File: config.mk
export PLATFORM = sky130hd
export DESIGN_NAME = redriver_config_source_control
export DESIGN_NICKNAME = d
export VERILOG_FILES = /design/src/verilog/redriver_pkg.sv /design/src/verilog/pin_sync.sv /design/src/verilog/redriver_config_source_control.sv
export VERILOG_INCLUDE_DIRS = /design/src /design/src/verilog
export SDC_FILE = /design/constraint.sdc
export NUM_CORES = 1
export LEC_CHECK = 0
export BUFFER_PORTS_ARGS = -buffer_cell sky130_fd_sc_hd__buf_2
export CAP_MARGIN = 30
export CORE_ASPECT_RATIO = 1.4
export CORE_UTILIZATION = 45
export CTS_CLUSTER_DIAMETER = 200
export DETAILED_ROUTE_END_ITERATION = 16
export PLACE_DENSITY = 0.76
export SYNTH_ARGS = -nofsm -noshare
export SYNTH_HDL_FRONTEND = slang
export SYNTH_HIERARCHICAL = 1
export SYNTH_SLANG_ARGS = --single-unit
File: constraint.sdc
create_clock -name sys_clk -period 3.6 [get_ports sys_clk]
set_input_delay 0.18 -clock sys_clk [delete_from_list [all_inputs] [get_ports sys_clk]]
set_output_delay 0.18 -clock sys_clk [all_outputs]
set_load 0.01 [all_outputs]
File: src/verilog/redriver_consts.svh
`ifndef REDRIVER_CONSTS_SVH
`define REDRIVER_CONSTS_SVH

// software register byte offsets
`define REG_STATUS        8'h00
`define REG_MASK          8'h04
`define REG_CTRL          8'h08
`define REG_STATE         8'h0C
`define REG_CH_BASE       8'h10

// control and state field positions
`define CTRL_RELOAD       0
`define STATE_MODE_LSB    0
`define STATE_LOW_POWER   2
`define STATE_LOAD_DONE   3
`define STATE_LOADING     4

// event bits of status and mask
`define EV_LOAD_PASS      0
`define EV_LOAD_FAIL      1
`define EV_HOST_WRITE     2
`define EV_CABLE_CHANGE   3
`define EV_WIDTH          4

// channel setting byte layout
`define NUM_CH            4
`define CH_EQ_LSB         0
`define CH_GAIN_LSB       4
`define CH_DEFAULT        8'h00

// serial bus addresses
`define SLAVE_ADDR_HI     4'h4
`define EE_DEV_ADDR       7'h50
`define EE_FIRST_OFFSET   8'h00

// eeprom load sequence step numbers
`define STEP_RESTART      4'h3
`define STEP_FIRST_READ   4'h5
`define STEP_LAST_READ    4'h8
`define STEP_STOP         4'h9

// timing: eeprom serial clock derived from the system clock
`define SYS_CLK_PERIOD_NS 10
`define EE_SCL_PERIOD_NS  10000
`define EE_QUARTER_CYCLES ((`EE_SCL_PERIOD_NS + 4 * `SYS_CLK_PERIOD_NS - 1) / (4 * `SYS_CLK_PERIOD_NS))

// pin synchroniser reset value follows the pad pull-ups
`define PIN_SYNC_RESET    10'h027F

`endif

File: src/verilog/redriver_pkg.sv
package redriver_pkg;

	typedef enum logic [1:0] {
		MODE_PIN    = 2'b00,
		MODE_SLAVE  = 2'b01,
		MODE_MASTER = 2'b11
	} mode_e;

	typedef enum logic [2:0] {
		SL_IDLE = 3'b000,
		SL_ADDR = 3'b001,
		SL_PTR  = 3'b011,
		SL_WR   = 3'b010,
		SL_RD   = 3'b110
	} slave_state_e;

	typedef enum logic [1:0] {
		MS_IDLE = 2'b00,
		MS_RUN  = 2'b01,
		MS_DONE = 2'b11
	} master_state_e;

	typedef enum logic [1:0] {
		K_START = 2'b00,
		K_WRITE = 2'b01,
		K_READ  = 2'b11,
		K_STOP  = 2'b10
	} xfer_kind_e;

	typedef struct packed {
		logic [7:0]  addr;
		logic [31:0] wdata;
		logic        wr;
		logic        rd;
	} reg_req_s;

	typedef struct packed {
		logic       cable_present_n;
		logic       config_source_select;
		logic       config_source_floating;
		logic [2:0] equalizer_strap;
		logic       gain_bit1_or_reg_reset_n;
		logic       gain_bit0_strap;
		logic       scl_in;
		logic       sda_in;
	} pin_in_s;

	typedef struct packed {
		logic [2:0] eq;
		logic [1:0] gain;
	} ch_setting_s;

endpackage : redriver_pkg

File: src/verilog/pin_sync.sv
`timescale 1ns/10ps
module pin_sync #(
	parameter int               WIDTH     = 1,
	parameter logic [WIDTH-1:0] RESET_VAL = '0
) (
	input  wire logic             sys_clk,
	input  wire logic             sys_rst,
	input  wire logic [WIDTH-1:0] async_in,
	output logic      [WIDTH-1:0] stable
);

	logic [WIDTH-1:0] stage1;
	logic [WIDTH-1:0] stage2;
	logic [WIDTH-1:0] stage3;

	// three stages; stage1 feeds only stage2
	always_ff @(posedge sys_clk) begin
		if (sys_rst) begin
			stage1 <= RESET_VAL;
			stage2 <= RESET_VAL;
			stage3 <= RESET_VAL;
		end else begin
			stage1 <= async_in;
			stage2 <= stage1;
			stage3 <= stage2;
		end
	end

	// a change counts only once the two late stages agree
	genvar i;
	generate
		for (i = 0; i < WIDTH; i++) begin : g_bit
			always_ff @(posedge sys_clk) begin
				if (sys_rst) begin
					stable[i] <= RESET_VAL[i];
				end else if (stage2[i] == stage3[i]) begin
					stable[i] <= stage3[i];
				end
			end
		end
	endgenerate

endmodule : pin_sync

File: src/verilog/redriver_config_source_control.sv
// Summary of operation
// - mode pin low: channel settings come from straps, serial writes ignored
// - mode pin high: channel settings come from host-written registers
// - mode pin floating: act as bus master, load settings from eeprom
// - drive serial clock only in eeprom master mode, otherwise slave input
// - cable-present high: cable absent, enter low power in any mode
// - cable-present low: channels enabled, normal operation
// - in pin mode the equalizer straps set boost for all channels
// - the address straps form low bits of own slave address
// - in pin mode shared gain/reset pin sets flat-gain bit one
// - outside pin mode low shared pin resets registers to defaults
// - in pin mode gain strap sets flat-gain bit zero
// - after eeprom load, done output low on fail, high on pass
`timescale 1ns/10ps
`include "redriver_consts.svh"
module redriver_config_source_control (
	input  wire logic                            sys_clk,
	input  wire logic                            sys_rst,
	input  wire redriver_pkg::reg_req_s          reg_req,
	output logic                          [31:0] reg_rdata,
	input  wire redriver_pkg::pin_in_s           pins,
	output logic                                 scl_out,
	output logic                                 scl_oe_n,
	output logic                                 sda_out,
	output logic                                 sda_oe_n,
	output redriver_pkg::ch_setting_s      [3:0] ch_setting,
	output logic                                 low_power,
	output logic                                 channel_enable,
	output logic                                 load_done,
	output logic                                 irq
);

	redriver_pkg::pin_in_s         pin_s;
	redriver_pkg::mode_e           mode;
	redriver_pkg::slave_state_e    sl_state;
	redriver_pkg::master_state_e   ms_state;
	redriver_pkg::xfer_kind_e      kind;
	logic                          scl_prev;
	logic                          sda_prev;
	logic                          cable_prev;
	logic                          scl_rise;
	logic                          scl_fall;
	logic                          start_det;
	logic                          stop_det;
	logic [3:0]                    sl_cnt;
	logic [7:0]                    sl_shift;
	logic [7:0]                    sl_ptr;
	logic                          sl_drive_low;
	logic                          sl_acking;
	logic                          sl_wr;
	logic [7:0]                    sl_rd_byte;
	logic [7:0]                    cfg [`NUM_CH];
	logic                          pending;
	logic [3:0]                    ms_step;
	logic [3:0]                    ms_bit;
	logic [1:0]                    ms_q;
	logic [7:0]                    ms_div;
	logic                          ms_fail;
	logic [7:0]                    ms_rx;
	logic                          ms_tick;
	logic                          ms_scl;
	logic                          ms_sda;
	logic [7:0]                    ms_tx;
	logic                          ee_wr;
	logic                          load_end;
	logic                          reload_wr;
	logic [`EV_WIDTH-1:0]          events;
	logic [`EV_WIDTH-1:0]          status;
	logic [`EV_WIDTH-1:0]          mask;

	// one synchroniser for every pad input, the serial clock among them
	pin_sync #(
		.WIDTH     (10),
		.RESET_VAL (`PIN_SYNC_RESET)
	) u_pin_sync (
		.sys_clk  (sys_clk),
		.sys_rst  (sys_rst),
		.async_in (pins),
		.stable   (pin_s)
	);

	// step number to action of the eeprom load sequence
	function automatic redriver_pkg::xfer_kind_e step_kind(input logic [3:0] step);
		if (step == 4'h0 || step == `STEP_RESTART) begin
			step_kind = redriver_pkg::K_START;
		end else if (step == `STEP_STOP) begin
			step_kind = redriver_pkg::K_STOP;
		end else if (step >= `STEP_FIRST_READ) begin
			step_kind = redriver_pkg::K_READ;
		end else begin
			step_kind = redriver_pkg::K_WRITE;
		end
	endfunction : step_kind

	// byte sent by a write step: device address, offset, address for read
	function automatic logic [7:0] step_byte(input logic [3:0] step);
		if (step == 4'h1) begin
			step_byte = {`EE_DEV_ADDR, 1'b0};
		end else if (step == 4'h4) begin
			step_byte = {`EE_DEV_ADDR, 1'b1};
		end else begin
			step_byte = `EE_FIRST_OFFSET;
		end
	endfunction : step_byte

	// three-level mode pin: the pad reports floating separately
	always_comb begin
		if (pin_s.config_source_floating) begin
			mode = redriver_pkg::MODE_MASTER;
		end else if (pin_s.config_source_select) begin
			mode = redriver_pkg::MODE_SLAVE;
		end else begin
			mode = redriver_pkg::MODE_PIN;
		end
	end

	// cable detect works the same in every mode
	always_ff @(posedge sys_clk) begin
		if (sys_rst) begin
			low_power      <= 1'b1;
			channel_enable <= 1'b0;
			cable_prev     <= 1'b1;
		end else begin
			low_power      <= pin_s.cable_present_n;
			channel_enable <= ~pin_s.cable_present_n;
			cable_prev     <= pin_s.cable_present_n;
		end
	end

	// previous samples of the filtered bus lines for edge finding
	always_ff @(posedge sys_clk) begin
		if (sys_rst) begin
			scl_prev <= 1'b1;
			sda_prev <= 1'b1;
		end else begin
			scl_prev <= pin_s.scl_in;
			sda_prev <= pin_s.sda_in;
		end
	end

	assign scl_rise  = pin_s.scl_in & ~scl_prev;
	assign scl_fall  = ~pin_s.scl_in & scl_prev;
	assign start_det = pin_s.scl_in & scl_prev & sda_prev & ~pin_s.sda_in;
	assign stop_det  = pin_s.scl_in & scl_prev & ~sda_prev & pin_s.sda_in;

	// slave write strobe lands at the acknowledge slot of a data byte
	assign sl_wr      = (mode == redriver_pkg::MODE_SLAVE) && scl_fall && sl_cnt == 4'h8
	                    && sl_state == redriver_pkg::SL_WR;
	assign sl_rd_byte = (sl_ptr < 8'(`NUM_CH)) ? cfg[sl_ptr[1:0]] : 8'h00;

	// bus slave; held idle outside slave mode so pin mode ignores the bus
	always_ff @(posedge sys_clk) begin
		if (sys_rst || mode != redriver_pkg::MODE_SLAVE) begin
			sl_state     <= redriver_pkg::SL_IDLE;
			sl_cnt       <= 4'h0;
			sl_shift     <= 8'h00;
			sl_ptr       <= 8'h00;
			sl_drive_low <= 1'b0;
			sl_acking    <= 1'b0;
		end else if (start_det) begin
			sl_state     <= redriver_pkg::SL_ADDR;
			sl_cnt       <= 4'h0;
			sl_drive_low <= 1'b0;
			sl_acking    <= 1'b0;
		end else if (stop_det) begin
			sl_state     <= redriver_pkg::SL_IDLE;
			sl_drive_low <= 1'b0;
			sl_acking    <= 1'b0;
		end else if (scl_rise) begin
			if (sl_cnt < 4'h8) begin
				sl_shift <= {sl_shift[6:0], pin_s.sda_in};
				sl_cnt   <= sl_cnt + 4'h1;
			end else begin
				sl_cnt <= 4'h0;
				// master nack ends a read, ack moves to the next byte
				if (sl_state == redriver_pkg::SL_RD && !sl_acking) begin
					if (pin_s.sda_in) begin
						sl_state <= redriver_pkg::SL_IDLE;
					end else begin
						sl_ptr <= sl_ptr + 8'h01;
					end
				end
			end
		end else if (scl_fall) begin
			if (sl_cnt == 4'h8) begin
				unique case (sl_state)
					redriver_pkg::SL_IDLE: begin
						sl_drive_low <= 1'b0;
					end
					redriver_pkg::SL_ADDR: begin
						// straps double as address bits here
						if (sl_shift[7:1] == {`SLAVE_ADDR_HI, pin_s.equalizer_strap}) begin
							sl_drive_low <= 1'b1;
							sl_acking    <= 1'b1;
							sl_state     <= sl_shift[0] ? redriver_pkg::SL_RD : redriver_pkg::SL_PTR;
						end else begin
							sl_drive_low <= 1'b0;
							sl_state     <= redriver_pkg::SL_IDLE;
						end
					end
					redriver_pkg::SL_PTR: begin
						sl_ptr       <= sl_shift;
						sl_drive_low <= 1'b1;
						sl_acking    <= 1'b1;
						sl_state     <= redriver_pkg::SL_WR;
					end
					redriver_pkg::SL_WR: begin
						sl_ptr       <= sl_ptr + 8'h01;
						sl_drive_low <= 1'b1;
						sl_acking    <= 1'b1;
					end
					redriver_pkg::SL_RD: begin
						sl_drive_low <= 1'b0;
						sl_acking    <= 1'b0;
					end
				endcase
			end else begin
				sl_acking    <= 1'b0;
				sl_drive_low <= (sl_state == redriver_pkg::SL_RD) & ~sl_rd_byte[3'h7 - sl_cnt[2:0]];
			end
		end
	end

	assign kind     = step_kind(ms_step);
	assign ms_tx    = step_byte(ms_step);
	assign ms_tick  = ms_state == redriver_pkg::MS_RUN && ms_div == 8'(`EE_QUARTER_CYCLES - 1);
	assign ee_wr    = ms_tick && ms_q == 2'h3 && kind == redriver_pkg::K_READ && ms_bit == 4'h8;
	assign load_end = ms_tick && ms_q == 2'h3 && kind == redriver_pkg::K_STOP;
	assign reload_wr = reg_req.wr && reg_req.addr == `REG_CTRL && reg_req.wdata[`CTRL_RELOAD];

	// eeprom master sequencer: four quarter ticks per bit slot
	always_ff @(posedge sys_clk) begin
		if (sys_rst) begin
			ms_state <= redriver_pkg::MS_IDLE;
			pending  <= 1'b1;
			ms_step  <= 4'h0;
			ms_bit   <= 4'h0;
			ms_q     <= 2'h0;
			ms_div   <= 8'h00;
			ms_fail  <= 1'b0;
			ms_rx    <= 8'h00;
		end else begin
			unique case (ms_state)
				redriver_pkg::MS_IDLE: begin
					if (mode == redriver_pkg::MODE_MASTER && pending) begin
						ms_state <= redriver_pkg::MS_RUN;
						pending  <= 1'b0;
						ms_step  <= 4'h0;
						ms_bit   <= 4'h0;
						ms_q     <= 2'h0;
						ms_div   <= 8'h00;
						ms_fail  <= 1'b0;
					end
				end
				redriver_pkg::MS_RUN: begin
					if (mode != redriver_pkg::MODE_MASTER) begin
						// leaving master mode abandons the load; retry on return
						ms_state <= redriver_pkg::MS_IDLE;
						pending  <= 1'b1;
					end else if (ms_tick) begin
						ms_div <= 8'h00;
						ms_q   <= ms_q + 2'h1;
						if (ms_q == 2'h2) begin
							if (kind == redriver_pkg::K_READ && ms_bit < 4'h8) begin
								ms_rx <= {ms_rx[6:0], pin_s.sda_in};
							end
							if (kind == redriver_pkg::K_WRITE && ms_bit == 4'h8 && pin_s.sda_in) begin
								ms_fail <= 1'b1;
							end
						end
						if (ms_q == 2'h3) begin
							if (kind == redriver_pkg::K_STOP) begin
								ms_state <= redriver_pkg::MS_DONE;
							end else if (ms_bit == 4'h8 || kind == redriver_pkg::K_START) begin
								ms_bit  <= 4'h0;
								ms_step <= ms_fail ? `STEP_STOP : ms_step + 4'h1;
							end else begin
								ms_bit <= ms_bit + 4'h1;
							end
						end
					end else begin
						ms_div <= ms_div + 8'h01;
					end
				end
				redriver_pkg::MS_DONE: begin
					if (pending) begin
						ms_state <= redriver_pkg::MS_IDLE;
					end
				end
			endcase
			if (reload_wr) begin
				pending <= 1'b1;
			end
		end
	end

	// master line levels; a one on data means released
	always_comb begin
		ms_scl = 1'b1;
		ms_sda = 1'b1;
		if (ms_state == redriver_pkg::MS_RUN) begin
			ms_scl = ms_q == 2'h1 || ms_q == 2'h2;
			unique case (kind)
				redriver_pkg::K_START: begin
					ms_sda = ms_q < 2'h2;
				end
				redriver_pkg::K_STOP: begin
					ms_scl = ms_q != 2'h0;
					ms_sda = ms_q >= 2'h2;
				end
				redriver_pkg::K_WRITE: begin
					ms_sda = (ms_bit < 4'h8) ? ms_tx[3'h7 - ms_bit[2:0]] : 1'b1;
				end
				redriver_pkg::K_READ: begin
					// ack every byte but the last
					ms_sda = (ms_bit < 4'h8) ? 1'b1 : (ms_step == `STEP_LAST_READ);
				end
			endcase
		end
	end

	// serial clock is an output throughout eeprom master mode, before, during and after a load
	assign scl_oe_n = mode != redriver_pkg::MODE_MASTER;
	assign scl_out  = ms_scl;
	assign sda_out  = 1'b0;
	assign sda_oe_n = (mode == redriver_pkg::MODE_MASTER) ? ms_sda : ~sl_drive_low;

	// done output: low from reset and during a load, then the result
	always_ff @(posedge sys_clk) begin
		if (sys_rst) begin
			load_done <= 1'b0;
		end else if (ms_state != redriver_pkg::MS_RUN) begin
			load_done <= load_done;
		end else if (load_end) begin
			load_done <= ~ms_fail;
		end else begin
			load_done <= 1'b0;
		end
	end

	// programmable channel bytes; the reset pin outranks every writer
	always_ff @(posedge sys_clk) begin
		if (sys_rst) begin
			for (int i = 0; i < `NUM_CH; i++) begin
				cfg[i] <= `CH_DEFAULT;
			end
		end else if (mode != redriver_pkg::MODE_PIN && !pin_s.gain_bit1_or_reg_reset_n) begin
			for (int i = 0; i < `NUM_CH; i++) begin
				cfg[i] <= `CH_DEFAULT;
			end
		end else if (ee_wr) begin
			cfg[2'(ms_step - `STEP_FIRST_READ)] <= ms_rx;
		end else if (sl_wr && sl_ptr < 8'(`NUM_CH)) begin
			cfg[sl_ptr[1:0]] <= sl_shift;
		end
	end

	// settings seen by the analog channels, per channel flops
	genvar ch;
	generate
		for (ch = 0; ch < `NUM_CH; ch++) begin : g_ch
			always_ff @(posedge sys_clk) begin
				if (sys_rst) begin
					ch_setting[ch] <= '0;
				end else if (mode == redriver_pkg::MODE_PIN) begin
					ch_setting[ch].eq   <= pin_s.equalizer_strap;
					ch_setting[ch].gain <= {pin_s.gain_bit1_or_reg_reset_n,
					                        pin_s.gain_bit0_strap};
				end else begin
					ch_setting[ch].eq   <= cfg[ch][`CH_EQ_LSB +: 3];
					ch_setting[ch].gain <= cfg[ch][`CH_GAIN_LSB +: 2];
				end
			end
		end
	endgenerate

	assign events[`EV_LOAD_PASS]    = load_end & ~ms_fail;
	assign events[`EV_LOAD_FAIL]    = load_end & ms_fail;
	assign events[`EV_HOST_WRITE]   = sl_wr;
	assign events[`EV_CABLE_CHANGE] = cable_prev != pin_s.cable_present_n;

	// sticky status, write one to clear; a new event beats the clear
	always_ff @(posedge sys_clk) begin
		if (sys_rst) begin
			status <= '0;
		end else if (reg_req.wr && reg_req.addr == `REG_STATUS) begin
			status <= (status & ~reg_req.wdata[`EV_WIDTH-1:0]) | events;
		end else begin
			status <= status | events;
		end
	end

	// interrupt mask
	always_ff @(posedge sys_clk) begin
		if (sys_rst) begin
			mask <= '0;
		end else if (reg_req.wr && reg_req.addr == `REG_MASK) begin
			mask <= reg_req.wdata[`EV_WIDTH-1:0];
		end
	end

	assign irq = |(status & mask);

	// read data one cycle after the strobe; unmapped offsets read zero
	always_ff @(posedge sys_clk) begin
		if (sys_rst) begin
			reg_rdata <= 32'h0000_0000;
		end else if (reg_req.rd) begin
			reg_rdata <= 32'h0000_0000;
			if (reg_req.addr == `REG_STATUS) begin
				reg_rdata[`EV_WIDTH-1:0] <= status;
			end else if (reg_req.addr == `REG_MASK) begin
				reg_rdata[`EV_WIDTH-1:0] <= mask;
			end else if (reg_req.addr == `REG_STATE) begin
				reg_rdata[`STATE_MODE_LSB +: 2] <= mode;
				reg_rdata[`STATE_LOW_POWER]     <= low_power;
				reg_rdata[`STATE_LOAD_DONE]     <= load_done;
				reg_rdata[`STATE_LOADING]       <= ms_state == redriver_pkg::MS_RUN;
			end else if (reg_req.addr[7:4] == `REG_CH_BASE >> 4 && reg_req.addr[1:0] == 2'h0) begin
				reg_rdata[`CH_EQ_LSB +: 3]   <= ch_setting[reg_req.addr[3:2]].eq;
				reg_rdata[`CH_GAIN_LSB +: 2] <= ch_setting[reg_req.addr[3:2]].gain;
			end
		end else begin
			reg_rdata <= 32'h0000_0000;
		end
	end

endmodule : redriver_config_source_control

Word level (Yosys, flattened, before mapping)
Memories as Yosys holds them, arrays and structs flattened. A register that Yosys moved wholly into a read port is not among the register bits. Cells that the tools add are included.

Register bits: 160. Bits in latches: 0. Memory bits (writable): 32. Bits in read-only memories: 0. Input bits: 54. Output and inout port bits: 60. Memories: 1.

$add $sub $neg: 9. $mul: 0. Div/mod/pow operators: 0. $lt $le $gt $ge: 9. Equal/unequal tests: 63. Shift-type cells: 0. Muxes and demuxes: 122. Bitwise logic cells: 33. Reduce and logical (&&, ||, !) cells: 69.

Memories: cfg (words 4, width 8, rd ports 5, clocked after Yosys merged registers in 1, write ports 4, line redriver_config_source_control.sv:52) `` logic [7:0] cfg [`NUM_CH]; ``.

Operators by type and width (count): 2-to-1 mux 8 bit (18); 2-to-1 mux 4 bit (16); 2-to-1 mux 1 bit (40); 2-to-1 mux 2 bit (18); case mux 8 bit (2 select lines) (2); 2-to-1 mux 3 bit (10); 2-to-1 mux 5 bit (5); AND reduction 6 bit (4); logical AND 1 bit (20); != test 2 bit, second input constant (9); adder 8 x 1 -> 8 bit, second input constant (2); == test 4 bit, second input constant (4); == test 8 x 4 -> 1 bit, second input constant (2); != test 2 x 1 -> 1 bit, second input constant (8); case mux 4 bit (2 select lines) (2); OR reduction 8 bit (2); inverter 1 bit (14); adder 4 x 1 -> 4 bit, second input constant (3); == test 2 bit, second input constant (6); AND reduction 4 bit (3); bitwise AND 1 bit (10); binary-select mux 5 bit (select 2 bit) (1); == test 1 bit (10); AND reduction 5 bit (2); 55 further kinds (94).

Logic depth before layout (Yosys ltp)
Word-level depth: 14. Gate-level depth with buffers: 10.

Cells and area by module
The synthesis kept the hierarchy.

Modules (own cells, without submodules): redriver_config_source_control (instances 1, cells each 738, area an instance 6781.5 µm², sequential area each 2882.8 µm²); pin_sync (instances 1, cells each 104, area an instance 1166.1 µm², sequential area each 800.8 µm²).

Worst setup path before layout
No wires, ideal clock.

Kind: reg-to-reg. From: register ms_step[0]. To: memory cfg[1][0], enable pin. Arrival time: 2.280 ns. Slack: 1.026 ns. Stages on the path, launching flop included: 11. Path buffers: 3. Period minus slack after synthesis: 2.574 ns. Cell sequence: dfxtp_1 clkbuf_1 inv_1 ha_1 nor2b_1 o21ai_0 a311oi_1 buf_6 and2_4 buf_6 or3_1.

RTL lines: start: declaration (line redriver_config_source_control.sv:54) `logic [3:0] ms_step;`; start signal: assignment (line redriver_config_source_control.sv:276) `` ms_step <= ms_fail ? `STEP_STOP : ms_step + 4'h1; ``; end: declaration (line redriver_config_source_control.sv:52).

==> impl_metrics.ini <==
[yosys]
synth_edf_count = 32
ys_seq_elements = 168
synth_ff_type = dfxtp_1
syn_inst = 842
synth_warnings = 6
syn_area_sq_um = 7950
synth_seq_area_share_pct = 46.3
avgSynthCellArea_sq_um = 9.44
synth.distinct_cells = 74
ys_async_sr_fraction_pct = 0

[clock_network]
clk_pin_slew_ns = 0.07
cts_buffers = 17
cts_resized = 0
cts_tree = built
root_buffer = clkbuf_16
clock_latency_ns = 0.44
cts_sinks = 168
cts_buffer_depth = 2
hold_buffers = 11
cts_max_level = 4
post_cts_buffers = 0

[timing]
setup_ws_ns = 0.823
tightest_slew_ns = 0.843
drv_slew = 0
clock_skew_ns = 0.0108
hold_viol = 0
period_needed_ns = 2.78
rsz0062_at_grt = false
holdWs_ns = 0.0107
timing.setup.tns_ns = 0
fmax_mhz = 360
setup_viol = 0
max-slew-margin-rel_pct = 43.4
post-route-period-util_pct = 77.1

[die]
die_area_sq_um = 18200
die_y_um = 159
core_area_sq_um = 17300
start_util_pct = 45.9
die_w_um = 114
num_rows = 57
io_pins = 114

[route]
vias = 6352
drt_iter0_markers = 499
drc = 0
drt_pass1_iterations = 6
viasPerCell = 5.54
avgRoutedWirePerCell_um = 16.3
wirelength_um = 18700
postRouteAntennaNets = 0

[placement]
dp_hpwl_um = 13000
postPlaceCellArea_sq_um = 8340
portBuffers = 58
place_ws_ns = 0.856
finalWeightedCongestion = 0.906

[pwr]
power_leakage_nw = 3.36
power.density_nw_per_um2 = 439
worst_ir_drop_vdd_v = 0.000359

[grt]
grt_pass1_vias = 5994
grt_antenna_before_repair = 0
grt_pass1_wl_um = 30000
grt.overflow.total = 0
grt_max_degree = 92
grtUsageTotal_pct = 21.1

[critical_path]
cp-start-kind = register
path_cells = nor4b_4 > nand4_1 > a311oi_2 > buf_4 > a22oi_1 > nand2_1
cp_max_fo = 17
cp_slowest_stage_delay_ns = 0.48
crit_path_top_delay_cell = dfxtp_1
critPathArrivalTime_ns = 2.87
endpoint_kind = register
cp_top_family = simple AND/OR/NAND/NOR gates
worstPathRequired_ns = 3.69
cp_num_buf_inv = 1
crit_type = reg -> reg

[layout]
design_area_sq_um = 9060
multi_input_area_sq_um = 3900
area_delta_synth_final_pct = 14.0
nFillCells = 1535
regArea_sq_um = 3680
post-route-util_pct = 52.3
n_antenna_cell = 0
layout-drive-gt1-share_pct = 15.3
nNetsFinal = 967

[run]
max-cap-violations = 0

[status]
status = finished clean

[worst_hold_path]
hp-class = in -> reg
[cell usage in the layout (no fill, tap or decap), types with 10 or more instances in the layout]
cell type / netlist / routed
a21oi_1: 63 / 63
a32oi_1: 10 / 10
buf_2: 8 / 58
buf_4: 28 / 13
clkbuf_16: 0 / 18
conb_1: 1 / 27
dfxtp_1: 136 / 136
dlygate4sd3_1: 0 / 11
edfxtp_1: 32 / 32
ha_1: 15 / 15
inv_1: 17 / 17
mux2i_1: 37 / 37
mux4_2: 13 / 13
nand2_1: 78 / 78
nand3_1: 24 / 24
nor2_1: 109 / 109
nor2b_1: 23 / 23
nor3_1: 11 / 11
o21ai_0: 20 / 20
o21bai_1: 10 / 10
or2_1: 24 / 24
[state kept, by name (all words and copies together), names as in the netlist, 6 cells and up, named ones only]
name	count
u_pin_sync/stage2	10
ms_rx	8
ch_setting	20
sl_ptr	8
ms_div	8
sl_shift	8
u_pin_sync/stable	10
reg_rdata	6
cfg	32
u_pin_sync/stage3	10
u_pin_sync/stage1	10
[worst paths after layout]
kind / from / endpoint / slack, ns / depth (start not counted)
max: sl_cnt[0] / cfg[0][0] / 0.82 / 6
min: reg_req[4] / mask[2] / 0.01 / 3
max reg2reg: sl_cnt[0] / cfg[0][0] / 0.82 / 6
min reg2reg: u_pin_sync/stage1[4] / u_pin_sync/stage2[4] / 0.40 / 1
[stage by stage]
stage	std cells	total power, mW
6_report	1147	3.98
5_1_grt	1147	4.09
4_1_cts	1147	3.99
3_5_place_dp	1104	2.16
3_3_place_gp	1104	2.15
2_1_floorplan	868	2.13
[synthesized netlist by cell type, types with 6 or more instances]
cell type / n / area, sq um
dfxtp_1: 136 / 2720
nor2_1: 109 / 409
nand2_1: 78 / 293
a21oi_1: 63 / 315
mux2i_1: 37 / 370
clkbuf_1: 32 / 120
edfxtp_1: 32 / 961
buf_4: 28 / 210
nand3_1: 24 / 120
or2_1: 24 / 150
nor2b_1: 23 / 144
o21ai_0: 20 / 100
inv_1: 17 / 63.8
ha_1: 15 / 188
mux4_2: 13 / 293
nor3_1: 11 / 55.1
a32oi_1: 10 / 87.6
o21bai_1: 10 / 75.1
a22o_1: 9 / 78.8
and3_1: 9 / 56.3
nand4_1: 9 / 56.3
xor2_1: 9 / 78.8
a31oi_1: 8 / 50.1
buf_2: 8 / 40.0
nor4_1: 7 / 43.8
nand2b_1: 6 / 37.5
[routing by layer]
metal	wire [um]	share of wire (%)	up-vias	GRT usage (%)
met5	0	0	-	0
li1	-	-	3051	-
met4	544	2.9	0	9.68
met2	9820	53	221	37.7
met3	1000	5.4	44	3.88
met1	7310	39	3036	23.9
[tightest hold or removal path, cell delays in order]
cell and delay [ns]:
buf_2 0.09, mux2i_1 0.06, nor2_1 0.07
[kinds of logic after synthesis]
family                   count (synthesis)  synth area share (%)
AO/OA/AOI/OAI                          160                  13.1
XOR/XNOR                                11                  1.21
adder cells (fa/ha/maj)                 15                  2.36
buffers and inverters                   89                  5.84
flip-flops                             168                  46.3
multiplexers                            55                  9.05
other                                    1                0.0472
AND/OR/NAND/NOR                        343                  22.1
[power breakdown]
group / internal [mW] / switching, mW
combinational: 0.0606 / 0.0852
sequential: 1.96 / 0.0222
clock: 0.990 / 0.864
[area by class of cell]
type	instances	area share [%]
Tap cell	236	3.26
Clock buffer	19	5.12
Timing Repair Buffer	82	5.49
Sequential cell	168	40.6
Clock inverter	13	1.67
Inverter	18	0.745
Multi-Input combinational cell	611	43.1
Note: power is estimated with default switching activity, not from simulation.
